### config.mk
export PLATFORM = sky130hd
export DESIGN_NAME = pic_irq_out_ctrl
export DESIGN_NICKNAME = d
export VERILOG_FILES = /design/src/core/dummy_never_used_placeholder_removed.sv /design/src/core/pic_pkg.sv /design/src/core/pic_rst_sync.sv /design/src/core/pic_hyst_det.sv /design/src/core/pic_irq_out_ctrl.sv
export SDC_FILE = /design/constraint.sdc
export NUM_CORES = 1
export LEC_CHECK = 0
export ABC_CLOCK_PERIOD_IN_PS = 2800
export BUFFER_PORTS_ARGS = -buffer_cell sky130_fd_sc_hd__clkbuf_2
export CAP_MARGIN = 40
export CORE_MARGIN = 4
export CORE_UTILIZATION = 35
export CTS_BUF_LIST = sky130_fd_sc_hd__clkbuf_8
export DETAILED_ROUTE_END_ITERATION = 6
export SLEW_MARGIN = 10
export SYNTH_ARGS = -nofsm -noshare
export SYNTH_HDL_FRONTEND = slang
export SYNTH_SLANG_ARGS = --single-unit
### constraint.sdc
create_clock -name i_clk -period 2.8 [get_ports i_clk]
set_clock_uncertainty 0.15 [all_clocks]
set_input_delay 0.28 -clock i_clk [delete_from_list [all_inputs] [get_ports i_clk]]
set_output_delay 0.28 -clock i_clk [all_outputs]
set_load 0.05 [all_outputs]
### src/core/dummy_never_used_placeholder_removed.sv
// Intentionally empty
`timescale 1ns/10ps
`default_nettype none
`default_nettype wire

### src/core/pic_pkg.sv
// Constants, field layouts and state types of the interrupt output stage
// What this block does
// - Request pin is low-active when polarity bit is 0, high-active when 1; resets 0.
// - Enable register holds system, converter and GPIO group enables, all 0 at reset.
// - Enable bit 4 gates GPIO-group requests onto the request pin.
// - Enable bit 1 gates converter-group requests onto the request pin.
// - Monitor register is read-only, writes ignored, reads zero after reset.
// - Monitor bit 5 shows a pending watchdog request.
// - Monitor bit 4 shows any pending GPIO-group request.
// - Monitor bit 1 shows any pending converter-group request.
// - Monitor bit 0 shows any pending system-group request.
// - Predetect register: bit 2 picks range, bits 1:0 pick level; default code 5.
// - Falling 2.7-3.0 V or 3.2-3.5 V; rising 50 or 100 mV higher.
// - Supply crossing the predetect threshold raises a system-group request.
// - Overheat field picks 105/85, 115/95, 125/105 or 135/115 degrees C.
// - Overheat detection raises a request; register at BCh, default code 2.
package pic_pkg;
   // Register offsets
   localparam logic [7:0] REG_PIN_POLARITY = 8'h9c;
   localparam logic [7:0] REG_GROUP_ENABLE = 8'h9d;
   localparam logic [7:0] REG_GROUP_MONITOR = 8'h9e;
   localparam logic [7:0] REG_PREDETECT = 8'hb0;
   localparam logic [7:0] REG_OVERHEAT = 8'hbc;
   localparam logic [7:0] REG_SYS_EVENT = 8'hbe;
   // Field positions
   localparam int BIT_POLARITY = 0;
   localparam int BIT_SYSTEM = 0;
   localparam int BIT_CONVERTER = 1;
   localparam int BIT_GPIO = 4;
   localparam int BIT_WATCHDOG = 5;
   localparam int BIT_PREDET_RANGE = 2;
   localparam int EV_PREDETECT = 0;
   localparam int EV_OVERHEAT = 1;
   // Reset values
   localparam logic [7:0] RST_POLARITY = 8'h00;
   localparam logic [7:0] RST_ENABLE = 8'h00;
   localparam logic [7:0] RST_MONITOR = 8'h00;
   localparam logic [7:0] RST_PREDETECT = 8'h05;
   localparam logic [7:0] RST_OVERHEAT = 8'h02;
   // Thresholds in mV and degrees C
   localparam logic [12:0] PRE_LO_BASE_MV = 13'h0a8c;
   localparam logic [12:0] PRE_HI_BASE_MV = 13'h0c80;
   localparam logic [12:0] PRE_STEP_MV = 13'h0064;
   localparam logic [12:0] PRE_LO_HYST_MV = 13'h0032;
   localparam logic [12:0] PRE_HI_HYST_MV = 13'h0064;
   localparam logic [7:0] OVT_DET_BASE_C = 8'h69;
   localparam logic [7:0] OVT_REC_BASE_C = 8'h55;
   localparam logic [7:0] OVT_STEP_C = 8'h0a;

   typedef enum logic [3:0] {
      ST_IDLE = 4'b0000,
      ST_ADDR = 4'b0001,
      ST_ADDR_ACK = 4'b0010,
      ST_REG = 4'b0011,
      ST_REG_ACK = 4'b0100,
      ST_WDATA = 4'b0101,
      ST_WDATA_ACK = 4'b0110,
      ST_RDATA = 4'b0111,
      ST_RACK = 4'b1000
   } pic_i2c_st_t;

   typedef struct packed {
      pic_i2c_st_t st;
      logic scl_q;
      logic sda_q;
      logic [3:0] bitcnt;
      logic [7:0] shreg;
      logic rw;
      logic [7:0] ptr;
      logic sda_oe;
      logic sda_o;
      logic [7:0] polarity;
      logic [7:0] enable;
      logic [7:0] monitor;
      logic [7:0] predetect;
      logic [7:0] overheat;
      logic [1:0] sys_event;
      logic irq_pin;
   } pic_top_st_t;

   typedef struct packed {
      logic active;
      logic event_p;
   } pic_det_st_t;

   typedef struct packed {
      logic meta;
      logic rstn;
   } pic_rst_st_t;
endpackage

### src/core/pic_rst_sync.sv
// Two-stage release of the asynchronous reset
`timescale 1ns/10ps
`default_nettype none
module pic_rst_sync
   import pic_pkg::*;
(
   // Clock and raw reset
   input wire logic i_clk,
   input wire logic i_rstn,
   // Released reset
   output logic o_rstn
);
   pic_rst_st_t r;
   pic_rst_st_t next_r;

   always_comb begin
      next_r.meta = 1'b1;
      // First stage feeds only the second stage
      next_r.rstn = r.meta;
   end

   always_ff @(posedge i_clk or negedge i_rstn) begin
      if (!i_rstn) begin
         r <= '0;
      end else begin
         r <= next_r;
      end
   end

   assign o_rstn = r.rstn;
endmodule
`default_nettype wire

### src/core/pic_hyst_det.sv
// Threshold detector with separate set and release levels
`timescale 1ns/10ps
`default_nettype none
module pic_hyst_det
   import pic_pkg::*;
#(
   parameter int W = 13,
   parameter bit HIGH_SIDE = 1'b0
) (
   // Clock and reset
   input wire logic i_clk,
   input wire logic i_rstn,
   // Measured value and levels
   input wire logic [W-1:0] i_value,
   input wire logic [W-1:0] i_set_thr,
   input wire logic [W-1:0] i_clr_thr,
   // Result
   output logic o_active,
   output logic o_event
);
   pic_det_st_t r;
   pic_det_st_t next_r;
   logic hit;
   logic back;

   if (W < 8 || W > 16) begin : g_bad_width
      $error("pic_hyst_det: W must lie in 8..16");
   end

   assign hit = HIGH_SIDE ? (i_value >= i_set_thr) : (i_value <= i_set_thr);
   assign back = HIGH_SIDE ? (i_value <= i_clr_thr) : (i_value >= i_clr_thr);

   always_comb begin
      next_r = r;
      next_r.event_p = 1'b0;
      // Gap between levels stops chatter near the threshold
      if (!r.active && hit) begin
         next_r.active = 1'b1;
         next_r.event_p = 1'b1;
      end else if (r.active && back) begin
         next_r.active = 1'b0;
      end
   end

   always_ff @(posedge i_clk or negedge i_rstn) begin
      if (!i_rstn) begin
         r <= '0;
      end else begin
         r <= next_r;
      end
   end

   assign o_active = r.active;
   assign o_event = r.event_p;
endmodule
`default_nettype wire

### src/core/pic_irq_out_ctrl.sv
// Interrupt output stage with its two-wire register port
`timescale 1ns/10ps
`default_nettype none
module pic_irq_out_ctrl
   import pic_pkg::*;
#(
   parameter logic [6:0] SLAVE_ADDR = 7'h36
) (
   // Clock and reset
   input wire logic i_clk,
   input wire logic i_rstn,
   // Two-wire register port, data pin is open drain
   input wire logic i_scl,
   input wire logic i_sda,
   output logic o_sda_o,
   output logic o_sda_oe,
   // Group request levels from the source blocks
   input wire logic i_sys_pending,
   input wire logic i_conv_pending,
   input wire logic i_gpio_pending,
   input wire logic i_wdg_pending,
   // Measurements
   input wire logic [12:0] i_supply_mv,
   input wire logic [7:0] i_die_temp_c,
   // Interrupt request pin
   output logic o_irq_request_pin
);
   pic_top_st_t r;
   pic_top_st_t next_r;
   logic rstn;
   logic scl_rise;
   logic scl_fall;
   logic start_cond;
   logic stop_cond;
   logic [12:0] pre_fall_mv;
   logic [12:0] pre_rise_mv;
   logic [7:0] ovt_det_c;
   logic [7:0] ovt_rec_c;
   logic supply_low;
   logic supply_ev;
   logic overheat;
   logic overheat_ev;
   logic [2:0] grp_gate;

   if (SLAVE_ADDR == 7'h00) begin : g_bad_addr
      $error("pic_irq_out_ctrl: general call address not allowed");
   end

   if (SLAVE_ADDR[6:3] == 4'h0 || SLAVE_ADDR[6:3] == 4'hf) begin : g_rsv_addr
      $error("pic_irq_out_ctrl: reserved two-wire address not allowed");
   end

   pic_rst_sync u_rst (
      .i_clk(i_clk),
      .i_rstn(i_rstn),
      .o_rstn(rstn)
   );

   // Predetect threshold from range and level
   always_comb begin
      if (r.predetect[BIT_PREDET_RANGE]) begin
         pre_fall_mv = PRE_HI_BASE_MV + 13'(PRE_STEP_MV * r.predetect[1:0]);
         pre_rise_mv = pre_fall_mv + PRE_HI_HYST_MV;
      end else begin
         pre_fall_mv = PRE_LO_BASE_MV + 13'(PRE_STEP_MV * r.predetect[1:0]);
         pre_rise_mv = pre_fall_mv + PRE_LO_HYST_MV;
      end
   end

   // Overheat detect and recovery levels
   assign ovt_det_c = OVT_DET_BASE_C + 8'(OVT_STEP_C * r.overheat[1:0]);
   assign ovt_rec_c = OVT_REC_BASE_C + 8'(OVT_STEP_C * r.overheat[1:0]);

   pic_hyst_det #(
      .W(13),
      .HIGH_SIDE(1'b0)
   ) u_supply_det (
      .i_clk(i_clk),
      .i_rstn(rstn),
      .i_value(i_supply_mv),
      .i_set_thr(pre_fall_mv),
      .i_clr_thr(pre_rise_mv),
      .o_active(supply_low),
      .o_event(supply_ev)
   );

   pic_hyst_det #(
      .W(8),
      .HIGH_SIDE(1'b1)
   ) u_temp_det (
      .i_clk(i_clk),
      .i_rstn(rstn),
      .i_value(i_die_temp_c),
      .i_set_thr(ovt_det_c),
      .i_clr_thr(ovt_rec_c),
      .o_active(overheat),
      .o_event(overheat_ev)
   );

   // Line events, inputs are already synchronous
   assign scl_rise = i_scl & ~r.scl_q;
   assign scl_fall = ~i_scl & r.scl_q;
   assign start_cond = i_scl & r.scl_q & r.sda_q & ~i_sda;
   assign stop_cond = i_scl & r.scl_q & ~r.sda_q & i_sda;

   // Watchdog has no gate, so it only ever shows in the monitor
   for (genvar g = 0; g < 3; g++) begin : g_gate
      localparam int POS = (g == 0) ? BIT_SYSTEM : ((g == 1) ? BIT_CONVERTER : BIT_GPIO);
      assign grp_gate[g] = r.monitor[POS] & r.enable[POS];
   end

   // Read view of the register map
   function automatic logic [7:0] rd_reg(input pic_top_st_t s, input logic [7:0] a);
      case (a)
         REG_PIN_POLARITY: begin
            rd_reg = s.polarity;
         end
         REG_GROUP_ENABLE: begin
            rd_reg = s.enable;
         end
         REG_GROUP_MONITOR: begin
            rd_reg = s.monitor;
         end
         REG_PREDETECT: begin
            rd_reg = s.predetect;
         end
         REG_OVERHEAT: begin
            rd_reg = s.overheat;
         end
         REG_SYS_EVENT: begin
            rd_reg = {6'h00, s.sys_event};
         end
         default: begin
            rd_reg = 8'h00;
         end
      endcase
   endfunction

   always_comb begin
      logic [1:0] ev_clr;
      logic [1:0] ev_set;
      logic [7:0] mon;
      logic active;
      ev_clr = 2'b00;
      ev_set = 2'b00;
      mon = RST_MONITOR;
      active = 1'b0;
      next_r = r;
      next_r.scl_q = i_scl;
      next_r.sda_q = i_sda;
      next_r.sda_o = 1'b0;

      if (start_cond) begin
         // Repeated start also lands here
         next_r.st = ST_ADDR;
         next_r.bitcnt = 4'h0;
         next_r.sda_oe = 1'b0;
      end else if (stop_cond) begin
         next_r.st = ST_IDLE;
         next_r.sda_oe = 1'b0;
      end else begin
         case (r.st)
            ST_IDLE: begin
               next_r.sda_oe = 1'b0;
            end
            ST_ADDR, ST_REG, ST_WDATA: begin
               if (scl_rise) begin
                  next_r.shreg = {r.shreg[6:0], i_sda};
                  next_r.bitcnt = r.bitcnt + 4'h1;
               end else if (scl_fall && r.bitcnt == 4'h8) begin
                  next_r.bitcnt = 4'h0;
                  next_r.sda_oe = 1'b1;
                  if (r.st == ST_ADDR) begin
                     if (r.shreg[7:1] == SLAVE_ADDR) begin
                        next_r.rw = r.shreg[0];
                        next_r.st = ST_ADDR_ACK;
                     end else begin
                        // Not ours, stay off the line
                        next_r.sda_oe = 1'b0;
                        next_r.st = ST_IDLE;
                     end
                  end else if (r.st == ST_REG) begin
                     next_r.ptr = r.shreg;
                     next_r.st = ST_REG_ACK;
                  end else begin
                     case (r.ptr)
                        REG_PIN_POLARITY: begin
                           next_r.polarity = r.shreg;
                        end
                        REG_GROUP_ENABLE: begin
                           next_r.enable = r.shreg;
                        end
                        REG_PREDETECT: begin
                           next_r.predetect = r.shreg;
                        end
                        REG_OVERHEAT: begin
                           next_r.overheat = r.shreg;
                        end
                        REG_SYS_EVENT: begin
                           ev_clr = r.shreg[1:0];
                        end
                        // Monitor and unmapped offsets drop the byte
                        default: begin
                           ev_clr = 2'b00;
                        end
                     endcase
                     next_r.ptr = r.ptr + 8'h01;
                     next_r.st = ST_WDATA_ACK;
                  end
               end
            end
            ST_ADDR_ACK: begin
               if (scl_fall) begin
                  next_r.bitcnt = 4'h0;
                  if (r.rw) begin
                     next_r.shreg = rd_reg(r, r.ptr);
                     next_r.sda_oe = ~next_r.shreg[7];
                     next_r.st = ST_RDATA;
                  end else begin
                     next_r.sda_oe = 1'b0;
                     next_r.st = ST_REG;
                  end
               end
            end
            ST_REG_ACK, ST_WDATA_ACK: begin
               if (scl_fall) begin
                  next_r.sda_oe = 1'b0;
                  next_r.bitcnt = 4'h0;
                  next_r.st = ST_WDATA;
               end
            end
            ST_RDATA: begin
               if (scl_fall) begin
                  if (r.bitcnt == 4'h7) begin
                     next_r.sda_oe = 1'b0;
                     next_r.st = ST_RACK;
                  end else begin
                     next_r.shreg = {r.shreg[6:0], 1'b0};
                     next_r.sda_oe = ~r.shreg[6];
                     next_r.bitcnt = r.bitcnt + 4'h1;
                  end
               end
            end
            ST_RACK: begin
               if (scl_rise && i_sda) begin
                  // Not acknowledged, master ends the read
                  next_r.st = ST_IDLE;
               end else if (scl_fall) begin
                  next_r.ptr = r.ptr + 8'h01;
                  next_r.shreg = rd_reg(r, r.ptr + 8'h01);
                  next_r.sda_oe = ~next_r.shreg[7];
                  next_r.bitcnt = 4'h0;
                  next_r.st = ST_RDATA;
               end
            end
            default: begin
               next_r.st = ST_IDLE;
               next_r.sda_oe = 1'b0;
            end
         endcase
      end

      // Sticky detector events, a new event beats a clear
      ev_set[EV_PREDETECT] = supply_ev;
      ev_set[EV_OVERHEAT] = overheat_ev;
      next_r.sys_event = (r.sys_event & ~ev_clr) | ev_set;

      // Group view, only hardware drives it
      mon[BIT_WATCHDOG] = i_wdg_pending;
      mon[BIT_GPIO] = i_gpio_pending;
      mon[BIT_CONVERTER] = i_conv_pending;
      mon[BIT_SYSTEM] = i_sys_pending | (|r.sys_event);
      next_r.monitor = mon;

      active = |grp_gate;
      next_r.irq_pin = r.polarity[BIT_POLARITY] ? active : ~active;
   end

   always_ff @(posedge i_clk or negedge rstn) begin
      if (!rstn) begin
         r.st <= ST_IDLE;
         r.scl_q <= 1'b1;
         r.sda_q <= 1'b1;
         r.bitcnt <= 4'h0;
         r.shreg <= 8'h00;
         r.rw <= 1'b0;
         r.ptr <= 8'h00;
         r.sda_oe <= 1'b0;
         r.sda_o <= 1'b0;
         r.polarity <= RST_POLARITY;
         r.enable <= RST_ENABLE;
         r.monitor <= RST_MONITOR;
         r.predetect <= RST_PREDETECT;
         r.overheat <= RST_OVERHEAT;
         r.sys_event <= 2'b00;
         // Low-active default, so idle level is high
         r.irq_pin <= 1'b1;
      end else begin
         r <= next_r;
      end
   end

   assign o_sda_o = r.sda_o;
   assign o_sda_oe = r.sda_oe;
   assign o_irq_request_pin = r.irq_pin;
endmodule
`default_nettype wire

Word-level counts from Yosys, hierarchy flattened
Cells that the tools add are included.
Cells by class
  $mul: 2
  order comparisons: 4
  reduce and logical (&&, ||, !) cells: 28
  equality and inequality tests: 51
  muxes and demuxes: 78
  bitwise logic cells: 27
  $add $sub $neg: 8
Operator list (count)
  8-bit 2-to-1 mux: 14
  8-bit equality test, second input constant: 12
  8-bit one-hot mux with 6 select lines: 2
  12-bit 2-to-1 mux: 5
  4-bit 2-to-1 mux: 15
  8-bit AND reduction: 6
  4-bit inequality test, second input constant: 9
  8-bit one-hot mux with 4 select lines: 1
  12-bit by 9-bit adder with 13-bit output, first input constant: 2
  13-bit 2-to-1 mux: 2
  4-bit one-hot mux with 6 select lines: 1
  2-bit inequality test, second input constant: 11
  21-bit 2-to-1 mux: 1
  3-bit inequality test, second input constant: 7
  4-bit by 3-bit equality test with 1-bit output, second input constant: 5
  10-bit 2-to-1 mux: 2
  2-bit 2-to-1 mux: 10
  4-bit one-hot mux with 5 select lines: 1
  1-bit 2-to-1 mux: 19
  9-bit 2-to-1 mux: 2
  7-bit by 6-bit adder with 8-bit output, first input constant: 2
  8-bit one-hot mux with 2 select lines: 1
  7-bit AND reduction: 2
  13-bit by 6-bit adder with 13-bit output, second input constant: 1
  other kinds (32): 65
Word-level totals
  flip-flop bits (word level): 73
  output and inout port bits: 3
  bits of input ports: 29

Longest topological paths before layout
  depth after elaboration: 14
  depth in mapped cells: 14
  depth with buffers taken out: 14

By module
From an unflattened synthesis, not the netlist that was laid out.
Unflattened totals
  cell total of the unflattened synthesis: 667
  area total of the unflattened synthesis: 5958.2 sq um
Modules (own cells, without submodules)
  pic_irq_out_ctrl: instances 1, cells an instance 515, area each 4739.5 sq um, seq. area each 1684.1 sq um
  pic_hyst_det (u_supply_det): instances 1, cells an instance 91, area each 698.2 sq um, seq. area each 50.0 sq um
  pic_hyst_det (u_temp_det): instances 1, cells an instance 58, area each 466.7 sq um, seq. area each 50.0 sq um
  pic_rst_sync: instances 1, cells an instance 3, area each 53.8 sq um, seq. area each 50.0 sq um

Worst setup path before layout
No wires, ideal clock.
  path type: reg-to-reg
  start: register r[11] (netlist name)
  end: register u_supply_det.r, in the netlist u_supply_det.o_active
  path buffers: 0
  setup slack: 0.192 ns
  stages on the path, launching flop included: 12
  setup time: 0.101 ns
  required time: 2.549 ns
  arrival time: 2.357 ns
  path through: dfstp_2 inv_1 ha_1 inv_1 mux2i_1 ha_1 nor2b_1 o21a_1 o21a_1 o21ai_0 a31oi_1 o32ai_1
On the way
  longest elaborated chain between the ends: 7
Ends and longest elaborated chain
  start, declared: RTL line pic_irq_out_ctrl.sv:28  | pic_top_st_t r;
  start signal, assigned: RTL line pic_irq_out_ctrl.sv:299  | r <= next_r;
  5-bit by 2-bit multiplier with 7-bit output (*): RTL line pic_irq_out_ctrl.sv:62, pic_irq_out_ctrl.sv:65
  12-bit by 9-bit adder with 13-bit output, on equally long branches: RTL line pic_irq_out_ctrl.sv:65, pic_irq_out_ctrl.sv:62
  13-bit by 6-bit adder with 13-bit output or 13-bit by 7-bit adder with 13-bit output (tied branches): RTL line pic_irq_out_ctrl.sv:66, pic_irq_out_ctrl.sv:63
  13-bit 2-to-1 mux: RTL line pic_irq_out_ctrl.sv:61  | if (r.predetect[BIT_PREDET_RANGE]) begin
  13-bit greater-or-equal comparator: RTL line pic_hyst_det.sv:31  | assign back = HIGH_SIDE ? (i_value <= i_clr_thr) : (i_value >= i_clr_thr);
  1-bit logical AND: RTL line pic_hyst_det.sv:40  | end else if (r.active && back) begin
  2-bit nonzero test (no line)
  end signal, assigned: RTL line pic_hyst_det.sv:49  | r <= next_r;
  end, declared: RTL line pic_hyst_det.sv:21  | pic_det_st_t r;
Mark *: on every way between the ends. The rest lies on a longest branch, timed or not.
A chain may end at the register's enable or synchronous reset.

Worst setup path in the final report
Same ends and word-level chain as after synthesis.

==> run metrics <==
Combinational Power Share a little under a fifth; placed instance area around 6400 um^2; peak fanout along the critical path 5; sequential share of power between 50 and 60%; Synth Register Bits between 70 and 80; most frequent cells in the layout 65 x dfrtp_1, 45 x ha_1, 38 x o21ai_0; final setup margin ~0.022 ns; Lkg Pwr approximately 2.8 nW; unrepaired setup endpoints after global routing yes; antenna violations before repair 0; Critical Path RT a little under 3 ns; Die Area between 15000 and 20000 um^2; met3 Use GR approximately 3.5%; actual slew at the worst max-slew pin just under 0.7 ns; status finished clean; crit share post-route 99.2%; GRT Resource Usage Total between 10% and 20%; die width about 140 um; P_sw around 920 uW; GPL Wtd Cong ~0.9; Setup WS pre-CTS between 0.03 and 0.04 ns; Initial Util 35.7%; Reg2Reg Depth 11; Synth Flop Type dfrtp_1; DRT iter0 DRCs between 300 and 400; vias in the first global route roughly 5400; share of post-route cells with drive strength above 1 ~22%; Net Count, Synth 719; Seq/Total Area, Yosys roughly 31%; Hold Vio Cnt, Final 0; Post-Synthesis Cell Area roughly 5900 um^2; CP Data Arrival Time slightly below 3 ns; core footprint 16600 um^2; flop2flop setup slack 0.02 ns; CTS buffer count 9; clk sinks 73; ys async rst share 100%; most common cell after layout, fill and taps aside dfrtp_1; crit end category register; Worst Hold Depth 3; Slew Limit Fails 0; post-route cell area roughly 6700 um^2; Slew HR 54.3%; r2r startpoint r[11]; routed vias/inst slightly below 6; Design Power around 2.7 mW; DR WL/cell roughly 18 um; largest net degree at the start of global routing 31; Die H ~140 um; most frequent CP cell o21a_1; diode count 0; post-synthesis cell type count 86; Seq. cell area 1840 um^2; router iterations before antenna repair 6; critical path's slowest cell dfstp_2; Hold Crit Start i_die_temp_c[6]; clock network power share between 30% and 40%; Hold Crit Class in -> reg; FF-to-FF End u_supply_det.o_active; switching share of power 33.6%; global-route wire length before repair ~28000 um; DR vias between 5000 and 6000; top cell type's share of synthesized area about 28%; IO Pins 32; area of the multi-input gates 3810 um^2; DR DRC count 0; final WL around 17000 um; worst setup path class reg -> reg; M1 GR Usage a little under a quarter; H-tree depth 3; setup TNS 0 ns; hpwl dp roughly 13000 um; peak supply drop between 0.2 and 0.3 mV; crit path launch type register; busiest layer in global routing met2; CTS root buf clkbuf_8; FILL cells around 1700; crit-path max cell delay just under 0.6 ns; Area Overhead vs Synth 13.6%; post-synth top area cell dfrtp_1; grt ovf 0; Max Root-Sink Buffers 2; max-cap violations 0; power per cell area slightly above 400 nW/um^2; yosys warns 0; row cnt 47; port bufs 30; setup violators final 0; Cell Chain, Critical Path clkinvlp_4, ha_4, inv_1, mux2i_1, ha_1, nor2b_1, o21a_1, o21a_1, o21ai_1, a31oi_1, o32ai_1; EDFF count, synth 0; worst skew pair latency ~0.37 ns; top cells by area, synth dfrtp_1 28%, ha_1 11%, mux2_2 6.1%; CTS tree yes; Synth Instances 640; met2 Use GR a little under 30%; hold endpoint u_temp_det.o_active; syn avg cell area between 9 and 10 um^2; Min Clock Period, post-route approximately 2.8 ns; internal power 1.81 mW; fin nets about 760; final antenna-violating net count 0; Fmax achieved between 0.3 and 0.4 GHz; clock-pin slew on the worst setup and hold paths 0.08 ns
## stage by stage
step,cells,hold slack (ns),utilization (%)
CTS,905,0.0596,40.3
global route,907,0.0648,40.5
global placement,881,-0.0832,38.6
finish,907,0.0715,40.5
floorplan,640,-0.166,-
detailed placement,881,-0.0817,38.6
## cells by family after synthesis
| logic type | count (synthesis) | synth area share (%) |
|---|---|---|
| AO/OA/AOI/OAI | 212 | 25.4 |
| XOR/XNOR | 9 | 1.33 |
| adder cells (fa/ha/maj) | 50 | 10.6 |
| buffers and inverters | 68 | 5.05 |
| flip-flops | 73 | 31.0 |
| multiplexers | 51 | 9.54 |
| other | 2 | 0.127 |
| AND/OR/NAND/NOR | 175 | 17.0 |
## worst max path at each step
stage | from | end | slack (ns)
6_report | r[11] | u_supply_det.o_active | 0.02
5_1_grt | r[11] | u_supply_det.o_active | -0.09
4_1_cts | r[11] | u_supply_det.o_active | 0.02
3_5_place_dp | r[11] | u_supply_det.o_active | 0.04
3_3_place_gp | r[11] | u_supply_det.o_active | 0.18
2_1_floorplan | r[11] | u_supply_det.o_active | 0.19
## power groups by stage
stage                     Combinational, mW  Clock (mW)  Sequential (mW)
after global routing                  0.559       0.922             1.40
after global placement                0.478           0             1.39
after detailed placement              0.488           0             1.39
final                                 0.499       0.856             1.38
after CTS                             0.501       0.883             1.37
after floorplan                       0.429           0             1.24
## worst max-delay path: cells and delay by family (launching register included)
kind            cells  cell delay [ns]
compound gates      5             0.87
flops               1             0.59
fa+ha+maj           2             0.55
buf+inv             2             0.22
mux                 1             0.16
simple gates        1             0.13
## layout make-up
cell class / count / area share (%)
clock buffers: 9 / 1.84
multi-input cells: 499 / 56.7
clock inverters: 7 / 1.17
flip-flops and latches: 73 / 27.3
well taps: 220 / 4.10
inverters: 25 / 1.45
repair buffers: 74 / 7.45
## synthesized netlist by cell type (5+ instances only)
cell type,count
dfrtp_1,67
ha_1,50
o21ai_0,41
nand2_1,38
mux2_2,32
nor2_1,28
inv_1,25
a21oi_1,24
a22oi_1,22
clkbuf_1,19
buf_2,17
nand3_1,17
mux2i_1,13
nor2b_1,12
o21a_1,12
o21ai_1,11
nor3_1,10
a211oi_1,9
nand2b_1,9
a221oi_1,8
o22ai_1,8
a21o_1,7
a31oi_1,7
a222oi_1,6
and3_1,6
and4_1,6
dfstp_2,6
a22o_1,5
nand3b_1,5
nand4_1,5
xor2_1,5
## registers in the layout, summed over array words and instances, names as in the netlist
name and count:
u_supply_det.o_active 1, o_sda_oe 1, r 65, u_temp_det.o_active 1, u_rst.next_r 1, u_rst.o_rstn 1
u_temp_det.o_event 1, o_irq_request_pin 1, u_supply_det.o_event 1
## metal layers
| layer | part of all wire [%] | up-vias |
|---|---|---|
| met2 | 48 | 211 |
| li1 | - | 2506 |
| met3 | 6.1 | 34 |
| met4 | 2.3 | 0 |
| met5 | 0 | - |
| met1 | 43 | 2596 |
## timing repair
item | CTS | global route
buffers inserted | 0 | 2
hold buffers | 8 | 0
endpoints found under the setup margin | 0 | 6
resized for setup | 0 | 11
hold endpoints to repair | 10 | 0
(Power assumes the default switching activity.)
